[src/shared/ovstr_pkg.sv]
// constants for the otg voltage and system threshold register block
package ovstr_pkg;
    // byte addresses on the register port
    localparam logic [7:0]  ADDR_OTG_LO        = 8'h06;
    localparam logic [7:0]  ADDR_OTG_HI        = 8'h07;
    localparam logic [7:0]  ADDR_SYS_CTRL      = 8'h3e;
    // values after reset
    localparam logic [15:0] OTG_RESET          = 16'h09c4;
    localparam logic [7:0]  OTG_LO_STAGE_RESET = 8'hc4;
    localparam logic [7:0]  SYS_RESET_MULTI    = 8'h2c;
    localparam logic [7:0]  SYS_RESET_SINGLE   = 8'h04;
    // field positions of the system control byte
    localparam int          SYS_FIELD_MSB      = 7;
    localparam int          SYS_FIELD_LSB      = 2;
    localparam int          TRACK_BIT          = 1;
    localparam int          SWAP_BIT           = 0;
    // field positions of the otg voltage word
    localparam int          OTG_FIELD_MSB      = 13;
    localparam int          OTG_FIELD_LSB      = 2;
    localparam int          OTG_RSVD_MSB       = 15;
    localparam int          OTG_RSVD_LSB       = 14;
    // voltage scaling in millivolts
    localparam logic [15:0] OTG_STEP_MV        = 16'h0008;
    localparam logic [15:0] OTG_MIN_MV         = 16'h0bb8;
    localparam logic [15:0] OTG_MAX_MV         = 16'h5dc0;
    localparam logic [15:0] SYS_OFFSET_MV      = 16'h0c80;
    localparam logic [15:0] SYS_STEP_MV        = 16'h0064;
    localparam logic [15:0] SYS_SINGLE_MAX_MV  = 16'h0f3c;
    // power stage blanking after fast swap enable rises, at a 250 MHz core clock
    localparam int          CLK_MHZ            = 250;
    localparam int          BLANK_TIME_US      = 200;
    localparam int          BLANK_CYCLES       = BLANK_TIME_US * CLK_MHZ;
    localparam int          BLANK_CNT_W        = 16;
endpackage

[src/shared/ovstr_timer_if.sv]
// carrier between the register block and its blanking timer
`timescale 1ns/10ps
`default_nettype none
interface ovstr_timer_if;
    logic                               start;
    logic [ovstr_pkg::BLANK_CNT_W-1:0] length;
    logic                               busy;
    modport ctrl (output start, output length, input busy);
    modport timer (input start, input length, output busy);
endinterface
`default_nettype wire

[src/hw/ovstr_blank_timer.sv]
// one-shot timer that holds busy for a programmed number of cycles
`timescale 1ns/10ps
`default_nettype none
module ovstr_blank_timer (
    // clock and reset
    input  wire logic   core_clk,
    input  wire logic   srst,
    // control side
    ovstr_timer_if.timer tmr
);
    logic [ovstr_pkg::BLANK_CNT_W-1:0] cnt_reg;
    logic                               busy_reg;

    // a start restarts the window; busy stands for exactly length cycles
    always_ff @(posedge core_clk) begin
        if (srst) begin
            cnt_reg  <= '0;
            busy_reg <= 1'b0;
        end else if (tmr.start) begin
            cnt_reg  <= tmr.length - 1'b1;
            busy_reg <= 1'b1;
        end else if (busy_reg) begin
            if (cnt_reg == '0) begin
                busy_reg <= 1'b0;
            end else begin
                cnt_reg <= cnt_reg - 1'b1;
            end
        end
    end

    assign tmr.busy = busy_reg;
endmodule
`default_nettype wire

[src/hw/ovstr_regs.sv]
// otg voltage setpoint and system droop threshold control registers
`timescale 1ns/10ps
`default_nettype none
// How it works
// - threshold field bits 7:2, bits 5..2 weigh 800/400/200/100 mV.
// - reset loads bits 5,3 as 1 for multi-cell, 0 single-cell; bit 2 always 1.
// - tracking bit set makes second threshold copy the first threshold; resets off.
// - bit 0 enables fast role swap; off after reset.
// - swap enable rising blanks the power stage about 200 us.
// - high impedance enable forces the swap enable bit to zero.
// - otg field bits 13:2 decode at 8 mV per step up to 32760 mV.
// - setpoint clamped to 3 V .. 24 V; out-of-range writes ignored.
// - otg setpoint resets to 09c4h, i.e. 5000 mV.
// - a one in reserved bits 15:14 makes the write invalid.
// - reserved bits 1:0 of the setpoint are ignored on write.
// - threshold adds a fixed 3.2 V offset to the code.
// - single cell uses only low three code bits, top 3.9 V.
module ovstr_regs #(
    parameter int unsigned BLANK_CYCLES = ovstr_pkg::BLANK_CYCLES
) (
    // clock and reset
    input  wire logic        core_clk,
    input  wire logic        srst,
    // register port from the serial interface engine
    input  wire logic [7:0]  reg_addr,
    input  wire logic        reg_wr_en,
    input  wire logic [7:0]  reg_wr_data,
    input  wire logic        reg_rd_en,
    output logic      [7:0]  reg_rd_data,
    output logic             reg_rd_valid,
    // device configuration and state
    input  wire logic        cell_single_config,
    input  wire logic        high_impedance_enable,
    input  wire logic [15:0] sys_droop_threshold_first_mv,
    // decoded controls
    output logic      [15:0] sys_droop_threshold_second_mv,
    output logic             threshold_track_enable,
    output logic             fast_swap_enable,
    output logic             power_stage_disable,
    output logic      [15:0] otg_voltage_mv,
    output logic             otg_write_rejected
);
    ovstr_timer_if tmr_if ();

    logic [7:0]  sys_ctrl_reg;
    logic [7:0]  sys_ctrl_next;
    logic [15:0] otg_reg;
    logic [7:0]  otg_lo_stage_reg;
    logic        single_reg;
    logic [7:0]  rd_data_reg;
    logic        rd_valid_reg;
    logic [15:0] second_mv_reg;
    logic [15:0] otg_mv_reg;
    logic        rejected_reg;
    logic        wr_sys;
    logic        wr_otg_lo;
    logic        wr_otg_hi;
    logic [15:0] otg_cand;
    logic [15:0] otg_cand_mv;
    logic        otg_cand_rsvd;
    logic        otg_cand_ok;
    logic        swap_rise;
    logic [5:0]  sys_code;
    logic [5:0]  sys_code_eff;
    logic [15:0] sys_own_mv;
    logic [15:0] otg_dec_mv;

    // write strobes decoded from the byte address
    always_comb begin
        wr_sys    = 1'b0;
        wr_otg_lo = 1'b0;
        wr_otg_hi = 1'b0;
        if (reg_wr_en && reg_addr == ovstr_pkg::ADDR_SYS_CTRL) begin
            wr_sys = 1'b1;
        end else if (reg_wr_en && reg_addr == ovstr_pkg::ADDR_OTG_LO) begin
            wr_otg_lo = 1'b1;
        end else if (reg_wr_en && reg_addr == ovstr_pkg::ADDR_OTG_HI) begin
            wr_otg_hi = 1'b1;
        end
    end

    // cell strap is caught while reset is held
    always_ff @(posedge core_clk) begin
        if (srst) begin
            single_reg <= cell_single_config;
        end
    end

    // next value of the control byte; high impedance overrides the swap bit
    always_comb begin
        sys_ctrl_next = sys_ctrl_reg;
        if (wr_sys) begin
            sys_ctrl_next = reg_wr_data;
        end
        if (high_impedance_enable) begin
            sys_ctrl_next[ovstr_pkg::SWAP_BIT] = 1'b0;
        end
    end

    // control byte with cell-dependent reset value
    always_ff @(posedge core_clk) begin
        if (srst) begin
            sys_ctrl_reg <= cell_single_config ? ovstr_pkg::SYS_RESET_SINGLE
                                               : ovstr_pkg::SYS_RESET_MULTI;
        end else begin
            sys_ctrl_reg <= sys_ctrl_next;
        end
    end

    // a written zero-to-one edge of the swap bit starts the blanking window
    assign swap_rise = wr_sys && reg_wr_data[ovstr_pkg::SWAP_BIT]
                       && !sys_ctrl_reg[ovstr_pkg::SWAP_BIT]
                       && !high_impedance_enable;
    assign tmr_if.start  = swap_rise;
    assign tmr_if.length = BLANK_CYCLES[ovstr_pkg::BLANK_CNT_W-1:0];

    ovstr_blank_timer u_blank_timer (
        .core_clk (core_clk),
        .srst     (srst),
        .tmr      (tmr_if.timer)
    );

    // candidate setpoint: staged low byte plus the high byte being written
    assign otg_cand      = {reg_wr_data, otg_lo_stage_reg};
    assign otg_cand_mv   = {1'b0, otg_cand[ovstr_pkg::OTG_FIELD_MSB:ovstr_pkg::OTG_FIELD_LSB], 3'h0};
    assign otg_cand_rsvd = |otg_cand[ovstr_pkg::OTG_RSVD_MSB:ovstr_pkg::OTG_RSVD_LSB];
    assign otg_cand_ok   = !otg_cand_rsvd
                           && otg_cand_mv >= ovstr_pkg::OTG_MIN_MV
                           && otg_cand_mv <= ovstr_pkg::OTG_MAX_MV;

    // low byte is staged, the whole word commits on the high byte write
    always_ff @(posedge core_clk) begin
        if (srst) begin
            otg_lo_stage_reg <= ovstr_pkg::OTG_LO_STAGE_RESET;
        end else if (wr_otg_lo) begin
            otg_lo_stage_reg <= reg_wr_data;
        end
    end

    // accepted setpoint; rejected writes keep the previous word
    always_ff @(posedge core_clk) begin
        if (srst) begin
            otg_reg <= ovstr_pkg::OTG_RESET;
        end else if (wr_otg_hi && otg_cand_ok) begin
            otg_reg <= {2'h0, otg_cand[ovstr_pkg::OTG_FIELD_MSB:ovstr_pkg::OTG_FIELD_LSB], 2'h0};
        end
    end

    // one-cycle flag for a refused setpoint write
    always_ff @(posedge core_clk) begin
        if (srst) begin
            rejected_reg <= 1'b0;
        end else begin
            rejected_reg <= wr_otg_hi && !otg_cand_ok;
        end
    end

    // threshold decode: offset plus 100 mV steps, single cell keeps three bits
    assign sys_code     = sys_ctrl_reg[ovstr_pkg::SYS_FIELD_MSB:ovstr_pkg::SYS_FIELD_LSB];
    assign sys_code_eff = single_reg ? {3'h0, sys_code[2:0]} : sys_code;
    assign sys_own_mv   = ovstr_pkg::SYS_OFFSET_MV + {10'h000, sys_code_eff} * ovstr_pkg::SYS_STEP_MV;

    // otg decode at 8 mV per step, held inside the legal window
    always_comb begin
        otg_dec_mv = {1'b0, otg_reg[ovstr_pkg::OTG_FIELD_MSB:ovstr_pkg::OTG_FIELD_LSB], 3'h0};
        if (otg_dec_mv < ovstr_pkg::OTG_MIN_MV) begin
            otg_dec_mv = ovstr_pkg::OTG_MIN_MV;
        end else if (otg_dec_mv > ovstr_pkg::OTG_MAX_MV) begin
            otg_dec_mv = ovstr_pkg::OTG_MAX_MV;
        end
    end

    // registered decoded outputs; tracking substitutes the first threshold
    always_ff @(posedge core_clk) begin
        if (srst) begin
            second_mv_reg <= '0;
            otg_mv_reg    <= '0;
        end else begin
            second_mv_reg <= sys_ctrl_reg[ovstr_pkg::TRACK_BIT] ? sys_droop_threshold_first_mv
                                                                : sys_own_mv;
            otg_mv_reg    <= otg_dec_mv;
        end
    end

    // read port: data one cycle after the request, unmapped reads zero
    always_ff @(posedge core_clk) begin
        if (srst) begin
            rd_data_reg  <= 8'h00;
            rd_valid_reg <= 1'b0;
        end else begin
            rd_valid_reg <= reg_rd_en;
            if (reg_rd_en && reg_addr == ovstr_pkg::ADDR_SYS_CTRL) begin
                rd_data_reg <= sys_ctrl_reg;
            end else if (reg_rd_en && reg_addr == ovstr_pkg::ADDR_OTG_LO) begin
                rd_data_reg <= otg_reg[7:0];
            end else if (reg_rd_en && reg_addr == ovstr_pkg::ADDR_OTG_HI) begin
                rd_data_reg <= otg_reg[15:8];
            end else begin
                rd_data_reg <= 8'h00;
            end
        end
    end

    // outputs straight from flip-flops
    assign reg_rd_data                   = rd_data_reg;
    assign reg_rd_valid                  = rd_valid_reg;
    assign sys_droop_threshold_second_mv = second_mv_reg;
    assign threshold_track_enable        = sys_ctrl_reg[ovstr_pkg::TRACK_BIT];
    assign fast_swap_enable              = sys_ctrl_reg[ovstr_pkg::SWAP_BIT];
    assign power_stage_disable           = tmr_if.busy;
    assign otg_voltage_mv                = otg_mv_reg;
    assign otg_write_rejected            = rejected_reg;
endmodule
`default_nettype wire

[config.mk]
export PLATFORM = sky130hd
export DESIGN_NAME = ovstr_regs
export DESIGN_NICKNAME = d
export VERILOG_FILES = /design/src/shared/ovstr_pkg.sv /design/src/shared/ovstr_timer_if.sv /design/src/hw/ovstr_blank_timer.sv /design/src/hw/ovstr_regs.sv
export SDC_FILE = /design/constraint.sdc
export NUM_CORES = 1
export LEC_CHECK = 0
export ABC_AREA = 1
export BUFFER_PORTS_ARGS = -buffer_cell sky130_fd_sc_hd__clkbuf_2
export CAP_MARGIN = 40
export CORE_MARGIN = 5
export CORE_UTILIZATION = 58
export CTS_BUF_LIST = sky130_fd_sc_hd__clkbuf_2 sky130_fd_sc_hd__clkbuf_4 sky130_fd_sc_hd__clkbuf_8
export DETAILED_ROUTE_END_ITERATION = 10
export PLACE_DENSITY = 0.89
export SETUP_SLACK_MARGIN = 0.05
export SYNTH_ARGS = -nofsm -noshare
export SYNTH_HDL_FRONTEND = slang
export SYNTH_SLANG_ARGS = --single-unit
[constraint.sdc]
create_clock -name core_clk -period 3.4 [get_ports core_clk]
set_clock_uncertainty 0.15 [all_clocks]
set_input_delay 0.34 -clock core_clk [delete_from_list [all_inputs] [get_ports core_clk]]
set_output_delay 0.34 -clock core_clk [all_outputs]
set_load 0.01 [all_outputs]
# [Word level (Yosys, flattened, before mapping)]
# Cells that the tools add are included.
# Widths: inputs -> output; s select.
[word_totals] register_bits=87 wordCells=77
[classes] n_addsub=2 n_mul=1 n_lt_le_gt_ge=4 n_eq_ne=4 muxes=23 n_bitwise=1 n_reduce_logical=27
[ops] cell="$mux 16" count=4
[ops] cell="$mux 8" count=4
[ops] cell="$mux 6" count=3
[ops] cell="$eq 8x3->1 const B" count=2
[ops] cell="$logic_not 16->1" count=1
[ops] cell="$sub 16x1->16 const B" count=1
[ops] cell="$ge 15x12->1 const B" count=1
[ops] cell="$gt 15x15->1 const B" count=1
[ops] cell="$le 15x15->1 const B" count=1
[ops] cell="$lt 15x12->1 const B" count=1
[ops] cell="$mux 15" count=1
[ops] cell="$add 12x13->14 const A" count=1
[ops] cell="$logic_and 1x1->1" count=13
[ops] cell="$mux 12" count=1
[ops] cell="$mul 6x5->11 const B" count=1
[ops] cell="$mux 1" count=10
[ops] cell="$eq 8x6->1 const B" count=1
[ops] cell="$reduce_or 2->1" count=3
[ops] cell="$logic_not 1->1" count=4
[ops] cell="$reduce_and 2->1" count=2
[ops] cell="$reduce_bool 2->1" count=2
[ops] cell="$reduce_bool 3->1" count=1
[ops] cell="$reduce_or 3->1" count=1
[ops] cell="$ne 2x2->1 const B" count=1
[ops] cell="$not 1->1" count=1

# [Logic depth before layout (Yosys ltp)]
# Gate-level depths: netlist of the first run.
[depth] depth_word=8 mapped_depth=20 mapped_depth_nobuf=20

# [Hierarchy]
# Synthesis of the first run repeated with hierarchy kept, for this count alone.
[hier_totals] hier_cells=717 hier_area_um2=4830.9
[modules_own_cells] mod="ovstr_regs" instances=1 cells_each=455 area_per_inst_um2=3337.0
[modules_own_cells] mod="ovstr_blank_timer" instances=1 cells_each=262 area_per_inst_um2=1493.9

# [Worst setup path before layout of the first run]
# No wires, ideal clock.
[synth_timing] path_kind="register to register" startpoint="register sys_ctrl_reg[3]" endpoint="register second_mv_reg[11], in the netlist sys_droop_threshold_second_mv[11]" arrival_time_ns=2.549 t_required_ns=3.130 path_slack_ns=0.581 path_stages_with_launch=15 period_less_slack_ns=2.819 cell_sequence="edfxtp_1 > ha_1 > ha_1 > ha_1 > inv_1 > fa_1 > inv_1 > nand2_1 > nand2_1 > inv_1 > ha_1 > nand3_1 > nand2_1 > a21oi_1 > a21oi_1"
[synth_via] elab_chain_cells=4
[synth_lines] element="start: declaration" line="ovstr_regs.sv:45" source="logic [7:0] sys_ctrl_reg;"
[synth_lines] element="start signal: assignment" line="ovstr_regs.sv:103" source="sys_ctrl_reg <= cell_single_config ? ovstr_pkg::SYS_RESET_SINGLE"
[synth_lines] element="start signal: assignment" line="ovstr_regs.sv:106" source="sys_ctrl_reg <= sys_ctrl_next;"
[synth_lines] element="$mux 6" line="ovstr_regs.sv:160" source="assign sys_code_eff = single_reg ? {3'h0, sys_code[2:0]} : sys_code;"
[synth_lines] element="$mul 6x5->11" line="ovstr_regs.sv:161" source="assign sys_own_mv = ovstr_pkg::SYS_OFFSET_MV + {10'h000, sys_code_eff} * ovstr_pkg::SYS_STEP_MV;"
[synth_lines] element="$add 12x13->14" line="ovstr_regs.sv:161"
[synth_lines] element="$mux 16" line="ovstr_regs.sv:179" source="second_mv_reg <= sys_ctrl_reg[ovstr_pkg::TRACK_BIT] ? sys_droop_threshold_first_mv"
[synth_lines] element="end signal: assignment" line="ovstr_regs.sv:179"
[synth_lines] element="end: declaration" line="ovstr_regs.sv:52" source="logic [15:0] second_mv_reg;"
# No other way between the ends.
# A chain may end at the register's enable or synchronous reset.

# [Worst setup path after layout of the first run]
# Ends and elaborated chain as after synthesis.

==> out/qor.txt, run 1 <==
STATUS
--------------------------------------------------------------------------------------------------
Result of the run                                                                     finished, final reports clean

CLOCKING
--------------------------------------------------------------------------------------------------
TritonCTS buffer count                                                                           9
Clk Latency, worst-skew pair                                                               0.36 ns
Root buffer cell                                                                          clkbuf_8
Clock transition time at the flip-flop clock pins of the worst setup and hold paths        0.10 ns
# H-tree levels                                                                                  3
Maximum buffer depth of the clock tree                                                           2
Count of hold-fix buffers inserted at cts                                                        0
Number of setup buffers added after CTS                                                          0
CTS tree                                                                                       yes
Clock sinks                                                                                     82
Post-CTS Resized                                                                                 0

LOGIC SYNTHESIS
--------------------------------------------------------------------------------------------------
Mapped Avg Cell Area                                                                    7.11 sq um
Synthesized-area fraction occupied by adder cells                                            6.80%
Proportion of synthesized chip area in sequential cells                                      39.9%
Ys Warns                                                                                         0
Xor and xnor fraction of the mapped netlist area                                             1.01%
Synthesized netlist cell count                                                                 611
Synth Register Bits                                                                             82
Netlist Area Pre-Place                                                                  4340 sq um
Dominant combinational cell family by area after synthesis                            simple AND/OR/NAND/NOR gates
Simple-gate portion of the synthesized area                                                  33.4%
Mux share of post-synthesis cell area                                                           0%
Synth Area in Compound Gates                                                                 8.18%
Post-synthesis cell type count                                                                  34

PLACE
--------------------------------------------------------------------------------------------------
Number of I/O port buffers                                                                      78
Routability Congestion                                                                       0.925
Post-detail-place hpwl                                                                8220 microns

PWR
--------------------------------------------------------------------------------------------------
Power per unit of standard cell area                                                   424 nW/um^2
Static leakage                                                                             2.62 nW
Max IR drop VDD                                                                         0.000220 V

SETUP PATH
--------------------------------------------------------------------------------------------------
R2R Path Start                                                                        sys_ctrl_reg[3]
Kind of capture point of the worst setup path                                             register
R2R depth                                                                                       14
Startpoint Class                                                                          register
Type of the setup path with the least slack                                           register to register
Peak fanout along the critical path                                                              4
Data arrival time of the worst path                                                        3.12 ns
Destination of the worst register-to-register timing path                             sys_droop_threshold_second_mv[11]
Crit path capture                                                                     sys_droop_threshold_second_mv[11]
Required time at the endpoint of the critical path                                         3.50 ns
Slack of the worst reg-to-reg path                                                         0.38 ns
Launch point of the critical path                                                     sys_ctrl_reg[3]

DIE
--------------------------------------------------------------------------------------------------
Placement Rows                                                                                  31
Die area                                                                                9320 sq um
Vertical die dimension                                                                96.5 microns
Initial Utilization                                                                          59.6%
Placeable core area                                                                     7290 sq um
Die width                                                                             96.5 microns
I/O pin total                                                                                   83

TIMING
--------------------------------------------------------------------------------------------------
Final Max Tran Viols                                                                             0
Highest Clock Rate                                                                       0.331 GHz
Worst slew slack as a fraction of its limit                                                  63.7%
RSZ-0062 raised after global routing                                                         false
Post-layout min period                                                                     3.02 ns
Post-route fraction of the period consumed by the critical path                              88.9%
Hold Slack                                                                               0.0124 ns
Final number of setup-violating endpoints                                                        0
Transition time of the tightest slew-check pin                                            0.543 ns
Count of endpoints failing hold in the final timing report                                       0
Final total negative setup slack                                                              0 ns

HOLD PATH
--------------------------------------------------------------------------------------------------
Worst min path class                                                                  primary input to register

DETAILED ROUTING
--------------------------------------------------------------------------------------------------
First-pass detailed-route iteration total                                                        7
Wire length after detailed routing                                                    10900 microns
1st-iter DRT viols                                                                             259
Vias per std cell                                                                             5.38
Vias after detailed routing                                                                   4257
DRC viols                                                                                        0
ANT nets after route                                                                             0
Average wire length per cell after detail routing                                     13.8 microns

LAYOUT
--------------------------------------------------------------------------------------------------
Layout Nets                                                                                    748
Commonest cells after routing, fill and taps aside                                    nand2_1, inv_1, clkbuf_2
Final core area utilization                                                                  68.2%
Most common cell after layout, fill and taps aside                                         nand2_1
Fill cell total of the finished layout                                                         615
Number of antenna diodes                                                                         0
Share of post-route cells with drive strength above 1                                        18.4%
Post-synthesis to final-layout area growth                                                   14.5%

GRT
--------------------------------------------------------------------------------------------------
Initial antenna violation count                                                                  0
Pin count of the biggest net entering global routing                                            22
First-pass GRT wire length                                                            18000 microns
Remaining Overflow, GRT                                                                          0
Vias in the first global route                                                                3908
GRT Util Overall                                                                             24.8%

JOB
--------------------------------------------------------------------------------------------------
Reported max-cap violation count                                                                 0

cell families (layout without fill, tap and decap cells):
group,after synthesis,in the layout
AND/OR/NAND/NOR,323,323
buffers and inverters,115,193
flip-flops,82,82
AO/OA/AOI/OAI,62,62
adder cells (fa/ha/maj),23,23
XOR/XNOR,5,5
other,1,4
worst max-delay path, stage by stage, from the launching register on:
cell      delay, ns
edfxtp_1       0.46
ha_1           0.33
ha_1           0.30
ha_1           0.30
inv_1          0.07
fa_1           0.43
inv_1          0.10
nand2_1        0.05
nand2_1        0.08
inv_1          0.05
ha_1           0.19
nand3_1        0.11
nand2_1        0.06
a21oi_1        0.14
a21oi_1        0.08
per-layer routing:
layer / track usage [%] / up-vias / part of all wire (%)
met5: 0 / - / 0
met2: 42.0 / 208 / 47
met3: 4.03 / 31 / 8.8
li1: - / 2117 / -
met1: 31.4 / 1901 / 41
met4: 10.5 / 0 / 2.9
cell type report:
class / instances / area, sq um / area share [%]
multi-input cells: 417 / 2160 / 43.4
flip-flops and latches: 82 / 1730 / 34.8
clock buffers: 9 / 124 / 2.49
clock inverters: 7 / 66.3 / 1.33
repair buffers: 80 / 405 / 8.15
inverters: 97 / 364 / 7.32
well taps: 99 / 124 / 2.49
per-stage QoR:
step	std cells	cell area, sq um	power [W]	setup WS [ns]
2_1_floorplan	614	4360	0.00131	0.581
3_3_place_gp	775	4780	0.00141	0.482
3_5_place_dp	775	4780	0.00143	0.396
4_1_cts	791	4970	0.00210	0.387
5_1_grt	791	4970	0.00221	0.195
6_report	791	4970	0.00211	0.378
report_power, final:
part	internal [W]	total, W	switching [W]
clock	0.000286	0.000695	0.000410
combinational	0.000141	0.000377	0.000236
sequential	0.00102	0.00104	0.0000196
synth_stat cells, drive strengths merged:
cell    instances  area (sq um)
nand2         157           607
inv            96           360
dfxtp          73          1460
nor2           65           264
nand3          59           310
a21oi          31           166
ha             22           275
nand4          22           138
o21ai          18          93.8
buf            11          75.1
nor3           11          65.1
o211ai         11          82.6
edfxtp          9           270
clkbuf          7          26.3
nand3b          5          37.5
xor2            4          35.0
a31oi           2          12.5
nor3b           2          15.0
clkinv          1          3.75
conb            1          3.75
fa              1          20.0
nor4            1          6.26
or2             1          6.26
xnor2           1          8.76
worst min-delay path by stage:
stage,from,to,slack (ns),cells after the start
5_1_grt,sys_droop_threshold_first_mv[14],sys_droop_threshold_second_mv[14],0.01,3
3_3_place_gp,u_blank_timer.cnt_reg[1],u_blank_timer.cnt_reg[1],0.31,2
4_1_cts,sys_droop_threshold_first_mv[14],sys_droop_threshold_second_mv[14],0.008,3
3_5_place_dp,u_blank_timer.cnt_reg[1],u_blank_timer.cnt_reg[1],0.33,2
6_report,sys_droop_threshold_first_mv[14],sys_droop_threshold_second_mv[14],0.01,3
2_1_floorplan,cell_single_config,single_reg,0.29,0
No activity file was read; power rests on OpenSTA's default activity.
==> run 2: changes to the inputs <==
--- a/config.mk
+++ b/config.mk
@@ -12,7 +12,7 @@
 export CORE_UTILIZATION = 58
 export CTS_BUF_LIST = sky130_fd_sc_hd__clkbuf_2 sky130_fd_sc_hd__clkbuf_4 sky130_fd_sc_hd__clkbuf_8
 export DETAILED_ROUTE_END_ITERATION = 10
-export PLACE_DENSITY = 0.89
+export PLACE_DENSITY = 0.9
 export SETUP_SLACK_MARGIN = 0.05
 export SYNTH_ARGS = -nofsm -noshare
 export SYNTH_HDL_FRONTEND = slang
==> run 2 against run 1 <==
Compared with the run above:
- first-iteration DRC count is 2.3% lower
- worst hold slack better by 0.0051 ns
- routed wire length up 0.44%
- non-clock buffer count rose by 1
- clock-buffer cell count did not move
- via count is 0.49% lower
- setup slack lost 0.065 ns
- sequential cell count stayed put
- utilization up 0.10 points
- sequential power barely moved
- critical path depth unchanged
- critical endpoint unchanged
- largest power group unchanged
==> out/qor.txt, run 2 (synthesis results as in run 1) <==
GRT
--------------------------------------------------------------------------------------------------
First-pass GRT wire length                                                            17900 microns
Vias in the first global route                                                                4104
GRT Util Overall                                                                             24.5%
Remaining Overflow, GRT                                                                          0
Pin count of the biggest net entering global routing                                            22
Initial antenna violation count                                                                  0

CLOCKING
--------------------------------------------------------------------------------------------------
Clock transition time at the flip-flop clock pins of the worst setup and hold paths        0.09 ns
Maximum buffer depth of the clock tree                                                           2
Count of hold-fix buffers inserted at cts                                                        0
Post-CTS Resized                                                                                 0
# H-tree levels                                                                                  3
CTS tree                                                                                       yes
Root buffer cell                                                                          clkbuf_8
Clk Latency, worst-skew pair                                                               0.36 ns
TritonCTS buffer count                                                                           9
Clock sinks                                                                                     82
Number of setup buffers added after CTS                                                          0

SETUP PATH
--------------------------------------------------------------------------------------------------
R2R Path Start                                                                        sys_ctrl_reg[3]
Startpoint Class                                                                          register
Destination of the worst register-to-register timing path                             sys_droop_threshold_second_mv[11]
R2R depth                                                                                       14
Type of the setup path with the least slack                                           register to register
Data arrival time of the worst path                                                        3.19 ns
Peak fanout along the critical path                                                              4
Launch point of the critical path                                                     sys_ctrl_reg[3]
Crit path capture                                                                     sys_droop_threshold_second_mv[11]
Kind of capture point of the worst setup path                                             register
Required time at the endpoint of the critical path                                         3.50 ns
Slack of the worst reg-to-reg path                                                         0.31 ns

LAYOUT
--------------------------------------------------------------------------------------------------
Commonest cells after routing, fill and taps aside                                    nand2_1, inv_1, clkbuf_2
Layout Nets                                                                                    749
Area of the multi-input gates                                                           2160 sq um
Final core area utilization                                                                  68.3%
Share of post-route cells with drive strength above 1                                        18.5%
Most common cell after layout, fill and taps aside                                         nand2_1
Post-synthesis to final-layout area growth                                                   14.7%
Fill cell total of the finished layout                                                         609
Number of antenna diodes                                                                         0
Area occupied by registers                                                              1730 sq um

TIMING
--------------------------------------------------------------------------------------------------
Post-route fraction of the period consumed by the critical path                              90.8%
Post-layout min period                                                                     3.09 ns
Count of endpoints failing hold in the final timing report                                       0
Transition time of the tightest slew-check pin                                            0.551 ns
RSZ-0062 raised after global routing                                                         false
Final number of setup-violating endpoints                                                        0
Worst slew slack as a fraction of its limit                                                  63.1%
Final Max Tran Viols                                                                             0
Final total negative setup slack                                                              0 ns
Highest Clock Rate                                                                       0.324 GHz

PWR
--------------------------------------------------------------------------------------------------
Power share of the combinational group                                                       18.1%
Power per unit of standard cell area                                                   423 nW/um^2
Power dissipated by switching net loads                                                 0.000661 W
Sequential share of power                                                                    49.2%
Switching share of power                                                                     31.4%
Internal power component                                                                 0.00144 W
Part of the total power dissipated in the clock network                                      32.7%
Max IR drop VDD                                                                         0.000262 V
Static leakage                                                                             2.62 nW

DIE
--------------------------------------------------------------------------------------------------
Die width                                                                             96.5 microns
Die area                                                                                9320 sq um
Placement Rows                                                                                  31
Initial Utilization                                                                          59.6%
Placeable core area                                                                     7290 sq um
Vertical die dimension                                                                96.5 microns
I/O pin total                                                                                   83

HOLD PATH
--------------------------------------------------------------------------------------------------
Launch point of the worst hold path                                                   cell_single_config
Worst min path class                                                                  primary input to register

DETAILED ROUTING
--------------------------------------------------------------------------------------------------
ANT nets after route                                                                             0
DRC viols                                                                                        0
Wire length after detailed routing                                                    11000 microns
1st-iter DRT viols                                                                             253
First-pass detailed-route iteration total                                                        6
Average wire length per cell after detail routing                                     13.8 microns
Vias per std cell                                                                             5.35
Vias after detailed routing                                                                   4236

PLACE
--------------------------------------------------------------------------------------------------
Routability Congestion                                                                       0.931
Post-detail-place hpwl                                                                8350 microns
Number of I/O port buffers                                                                      78

STATUS
--------------------------------------------------------------------------------------------------
Result of the run                                                                     finished, final reports clean

JOB
--------------------------------------------------------------------------------------------------
Reported max-cap violation count                                                                 0

run 2: changes by cell type in the layout (fill, tap and decap cells not counted):
cell	before	now
buf_4	2	3
run 2: worst min-delay path by stage:
stage                                     endpoint  slack, ns  cells after the start
after floorplan                         single_reg       0.29                      0
final                                   single_reg       0.02                      1
after CTS                               single_reg      0.008                      1
after detailed placement  u_blank_timer.cnt_reg[1]       0.33                      2
after global placement    u_blank_timer.cnt_reg[1]       0.31                      2
after global routing                    single_reg      0.009                      1
run 2: through the flow:
stage | hold slack, ns | cells | total power (W) | instance area [sq um] | setup WS (ns)
detailed placement | 0.328 | 776 | 0.00143 | 4790 | 0.350
floorplan | 0.289 | 614 | 0.00131 | 4360 | 0.581
global route | 0.00915 | 792 | 0.00221 | 4980 | 0.188
global placement | 0.314 | 776 | 0.00141 | 4790 | 0.485
finish | 0.0175 | 792 | 0.00210 | 4980 | 0.313
CTS | 0.00844 | 792 | 0.00211 | 4980 | 0.328
run 2: per-layer routing:
layer	up-vias	GRT usage [%]	wire length, microns
met3	27	4.73	864
met4	0	9.93	258
met5	-	0	0
met2	191	44.6	5330
met1	1904	27.9	4500
li1	2114	-	-
run 2: layout make-up:
| cell class | count | area share (%) |
|---|---|---|
| clock buffer | 9 | 2.49 |
| clock inverter | 7 | 1.33 |
| inverter | 97 | 7.31 |
| multi-input combinational | 417 | 43.3 |
| sequential | 82 | 34.8 |
| tap | 99 | 2.49 |
| timing repair buffer | 81 | 8.29 |
run 2: power by group through the flow:
stage | Clock (W) | Sequential, W | Combinational (W)
finish | 0.000688 | 0.00104 | 0.000381
global route | 0.000737 | 0.00104 | 0.000433
CTS | 0.000697 | 0.00104 | 0.000380
detailed placement | 0 | 0.00106 | 0.000376
global placement | 0 | 0.00106 | 0.000356
floorplan | 0 | 0.00107 | 0.000241
run 2: worst max-delay path, stage by stage, from the launching register on:
cell      delay (ns)
edfxtp_1        0.46
ha_1            0.33
ha_1            0.31
ha_1            0.30
inv_1           0.06
fa_1            0.43
inv_1           0.11
nand2_1         0.05
nand2_1         0.08
inv_1           0.05
ha_1            0.20
nand3_1         0.12
nand2_1         0.06
a21oi_1         0.17
a21oi_1         0.09
==> run 3: changes to the inputs <==
--- a/config.mk
+++ b/config.mk
@@ -8,11 +8,12 @@
 export ABC_AREA = 1
 export BUFFER_PORTS_ARGS = -buffer_cell sky130_fd_sc_hd__clkbuf_2
 export CAP_MARGIN = 40
+export CORE_ASPECT_RATIO = 0.75
 export CORE_MARGIN = 5
-export CORE_UTILIZATION = 58
-export CTS_BUF_LIST = sky130_fd_sc_hd__clkbuf_2 sky130_fd_sc_hd__clkbuf_4 sky130_fd_sc_hd__clkbuf_8
+export CORE_UTILIZATION = 60
+export CTS_BUF_LIST = sky130_fd_sc_hd__clkbuf_8
 export DETAILED_ROUTE_END_ITERATION = 10
-export PLACE_DENSITY = 0.9
+export PLACE_DENSITY = 0.93
 export SETUP_SLACK_MARGIN = 0.05
 export SYNTH_ARGS = -nofsm -noshare
 export SYNTH_HDL_FRONTEND = slang
==> constraint.sdc (replaced) <==
create_clock -name core_clk -period 3.8 [get_ports core_clk]
set_clock_uncertainty 0.15 [all_clocks]
set_input_delay 0.38 -clock core_clk [delete_from_list [all_inputs] [get_ports core_clk]]
set_output_delay 0.38 -clock core_clk [all_outputs]
set_load 0.01 [all_outputs]
==> run 3 against run 2 <==
Compared with the run above:
- fmax fell by 1.5%
- clock power increased by 9.6%
- sequential cell count is the same
- via count grew 1.8%
- die area decreased by 2.8%
- critical path type unchanged
==> out/qor.txt, run 3 (synthesis results as in run 1) <==
CLOCKING
--------------------------------------------------------------------------------------------------
Number of setup buffers added after CTS                                                          0
TritonCTS buffer count                                                                           9
# H-tree levels                                                                                  3
CTS tree                                                                                       yes
Maximum buffer depth of the clock tree                                                           2
Count of hold-fix buffers inserted at cts                                                        0
Clock sinks                                                                                     82
Root buffer cell                                                                          clkbuf_8
Post-CTS Resized                                                                                 0
Clk Latency, worst-skew pair                                                               0.36 ns
Clock transition time at the flip-flop clock pins of the worst setup and hold paths        0.08 ns

LAYOUT
--------------------------------------------------------------------------------------------------
Final core area utilization                                                                  72.4%
Area of the multi-input gates                                                           2160 sq um
Layout Nets                                                                                    747
Fill cell total of the finished layout                                                         555
Most common cell after layout, fill and taps aside                                         nand2_1
Number of antenna diodes                                                                         0
Post-synthesis to final-layout area growth                                                   15.4%
Area occupied by registers                                                              1730 sq um
Share of post-route cells with drive strength above 1                                        18.1%
Commonest cells after routing, fill and taps aside                                    nand2_1, inv_1, clkbuf_2
Final standard cell area without fillers                                                5010 sq um
Non-Filler Instances                                                                           788

GRT
--------------------------------------------------------------------------------------------------
Vias in the first global route                                                                3771
Remaining Overflow, GRT                                                                          0
Pin count of the biggest net entering global routing                                            41
First-pass GRT wire length                                                            17600 microns
Initial antenna violation count                                                                  0
GRT Util Overall                                                                             24.2%

SETUP PATH
--------------------------------------------------------------------------------------------------
Peak fanout along the critical path                                                              4
Required time at the endpoint of the critical path                                         3.88 ns
Startpoint Class                                                                          register
Kind of capture point of the worst setup path                                             register
Data arrival time of the worst path                                                        3.22 ns
Type of the setup path with the least slack                                           register to register

DIE
--------------------------------------------------------------------------------------------------
Die area                                                                                9060 sq um
Vertical die dimension                                                                83.7 microns
Initial Utilization                                                                          62.7%
Placement Rows                                                                                  26
Placeable core area                                                                     6930 sq um
Die width                                                                              108 microns
I/O pin total                                                                                   83

DETAILED ROUTING
--------------------------------------------------------------------------------------------------
1st-iter DRT viols                                                                             457
Average wire length per cell after detail routing                                     13.8 microns
ANT nets after route                                                                             0
Vias per std cell                                                                             5.47
Vias after detailed routing                                                                   4311
Wire length after detailed routing                                                    10900 microns
First-pass detailed-route iteration total                                                        6
DRC viols                                                                                        0

TIMING
--------------------------------------------------------------------------------------------------
Post-route fraction of the period consumed by the critical path                              82.5%
Final Max Tran Viols                                                                             0
RSZ-0062 raised after global routing                                                         false
Hold Slack                                                                               0.0728 ns
Highest Clock Rate                                                                       0.319 GHz
Worst slew slack as a fraction of its limit                                                  58.1%
Final number of setup-violating endpoints                                                        0
Count of endpoints failing hold in the final timing report                                       0
Transition time of the tightest slew-check pin                                            0.626 ns
Final total negative setup slack                                                              0 ns
Post-layout min period                                                                     3.14 ns

PWR
--------------------------------------------------------------------------------------------------
Static leakage                                                                             2.64 nW
Power dissipated by switching net loads                                                 0.000541 W
Max IR drop VDD                                                                         0.000287 V
Sequential share of power                                                                    45.8%
Internal power component                                                                 0.00148 W
Power per unit of standard cell area                                                   404 nW/um^2
Part of the total power dissipated in the clock network                                      37.2%
Switching share of power                                                                     26.7%
Power share of the combinational group                                                       17.0%

JOB
--------------------------------------------------------------------------------------------------
Reported max-cap violation count                                                                 0

PLACE
--------------------------------------------------------------------------------------------------
Routability Congestion                                                                       0.967
Cell Area, Placed                                                                       4770 sq um
Number of cells in the design after placement                                                  773
Number of I/O port buffers                                                                      78
Post-detail-place hpwl                                                                8240 microns

HOLD PATH
--------------------------------------------------------------------------------------------------
Worst min path class                                                                  primary input to register

STATUS
--------------------------------------------------------------------------------------------------
Result of the run                                                                     finished, final reports clean

-- run 3: cell types whose count changed in the layout (fill, tap and decap cells not counted), sizes merged --
| cell | delta |
|---|---|
| clkinvlp | -2 |
| clkinv | +1 |
| inv | -4 |
| buf | -2 |
| bufinv | +3 |
| clkbuf | +1 |
-- run 3: per-stage QoR --
| stage | total power (W) | setup slack, ns |
|---|---|---|
| finish | 0.00202 | 0.664 |
| detailed placement | 0.00128 | 0.710 |
| global placement | 0.00126 | 0.864 |
| floorplan | 0.00117 | 0.981 |
| CTS | 0.00203 | 0.689 |
| global route | 0.00212 | 0.525 |
-- run 3: worst max-delay path, stage by stage, from the launching register on --
cell and delay, ns:
edfxtp_1 0.45, ha_1 0.33, ha_1 0.29, ha_1 0.30
inv_1 0.06, fa_1 0.45, inv_1 0.13, nand2_1 0.07
nand2_1 0.08, inv_1 0.05, ha_1 0.20, nand3_1 0.13
nand2_1 0.08, a21oi_1 0.16, a21oi_1 0.09
-- run 3: path summary, 6_finish.rpt --
path / from / endpoint / slack, ns / cells past startpoint
setup / recovery: sys_ctrl_reg[3] / sys_droop_threshold_second_mv[11] / 0.66 / 14
hold / removal: sys_droop_threshold_first_mv[14] / sys_droop_threshold_second_mv[14] / 0.07 / 3
setup reg to reg: sys_ctrl_reg[3] / sys_droop_threshold_second_mv[11] / 0.66 / 14
hold reg to reg: u_blank_timer.cnt_reg[1] / u_blank_timer.cnt_reg[1] / 0.34 / 2
-- run 3: layout make-up --
| cell class | instances | area share (%) |
|---|---|---|
| multi-input cells | 417 | 43.0 |
| flip-flops and latches | 82 | 34.5 |
| repair buffers | 79 | 7.94 |
| inverters | 97 | 7.26 |
| clock buffers | 10 | 2.75 |
| well taps | 98 | 2.45 |
| clock inverters | 5 | 2.02 |
-- run 3: layer usage --
| metal | track usage (%) | part of all wire, % |
|---|---|---|
| met1 | 34.7 | 45 |
| met2 | 35.5 | 43 |
| met3 | 7.04 | 11 |
| met4 | 6.54 | 1.8 |
| met5 | 0 | 0 |
-- run 3: power by group through the flow --
stage          combinational [W]  sequential [W]  clock [W]
2_1_floorplan           0.000216        0.000955          0
3_3_place_gp            0.000317        0.000944          0
3_5_place_dp            0.000337        0.000946          0
4_1_cts                 0.000339        0.000925   0.000763
5_1_grt                 0.000387        0.000929   0.000806
6_report                0.000345        0.000926   0.000754
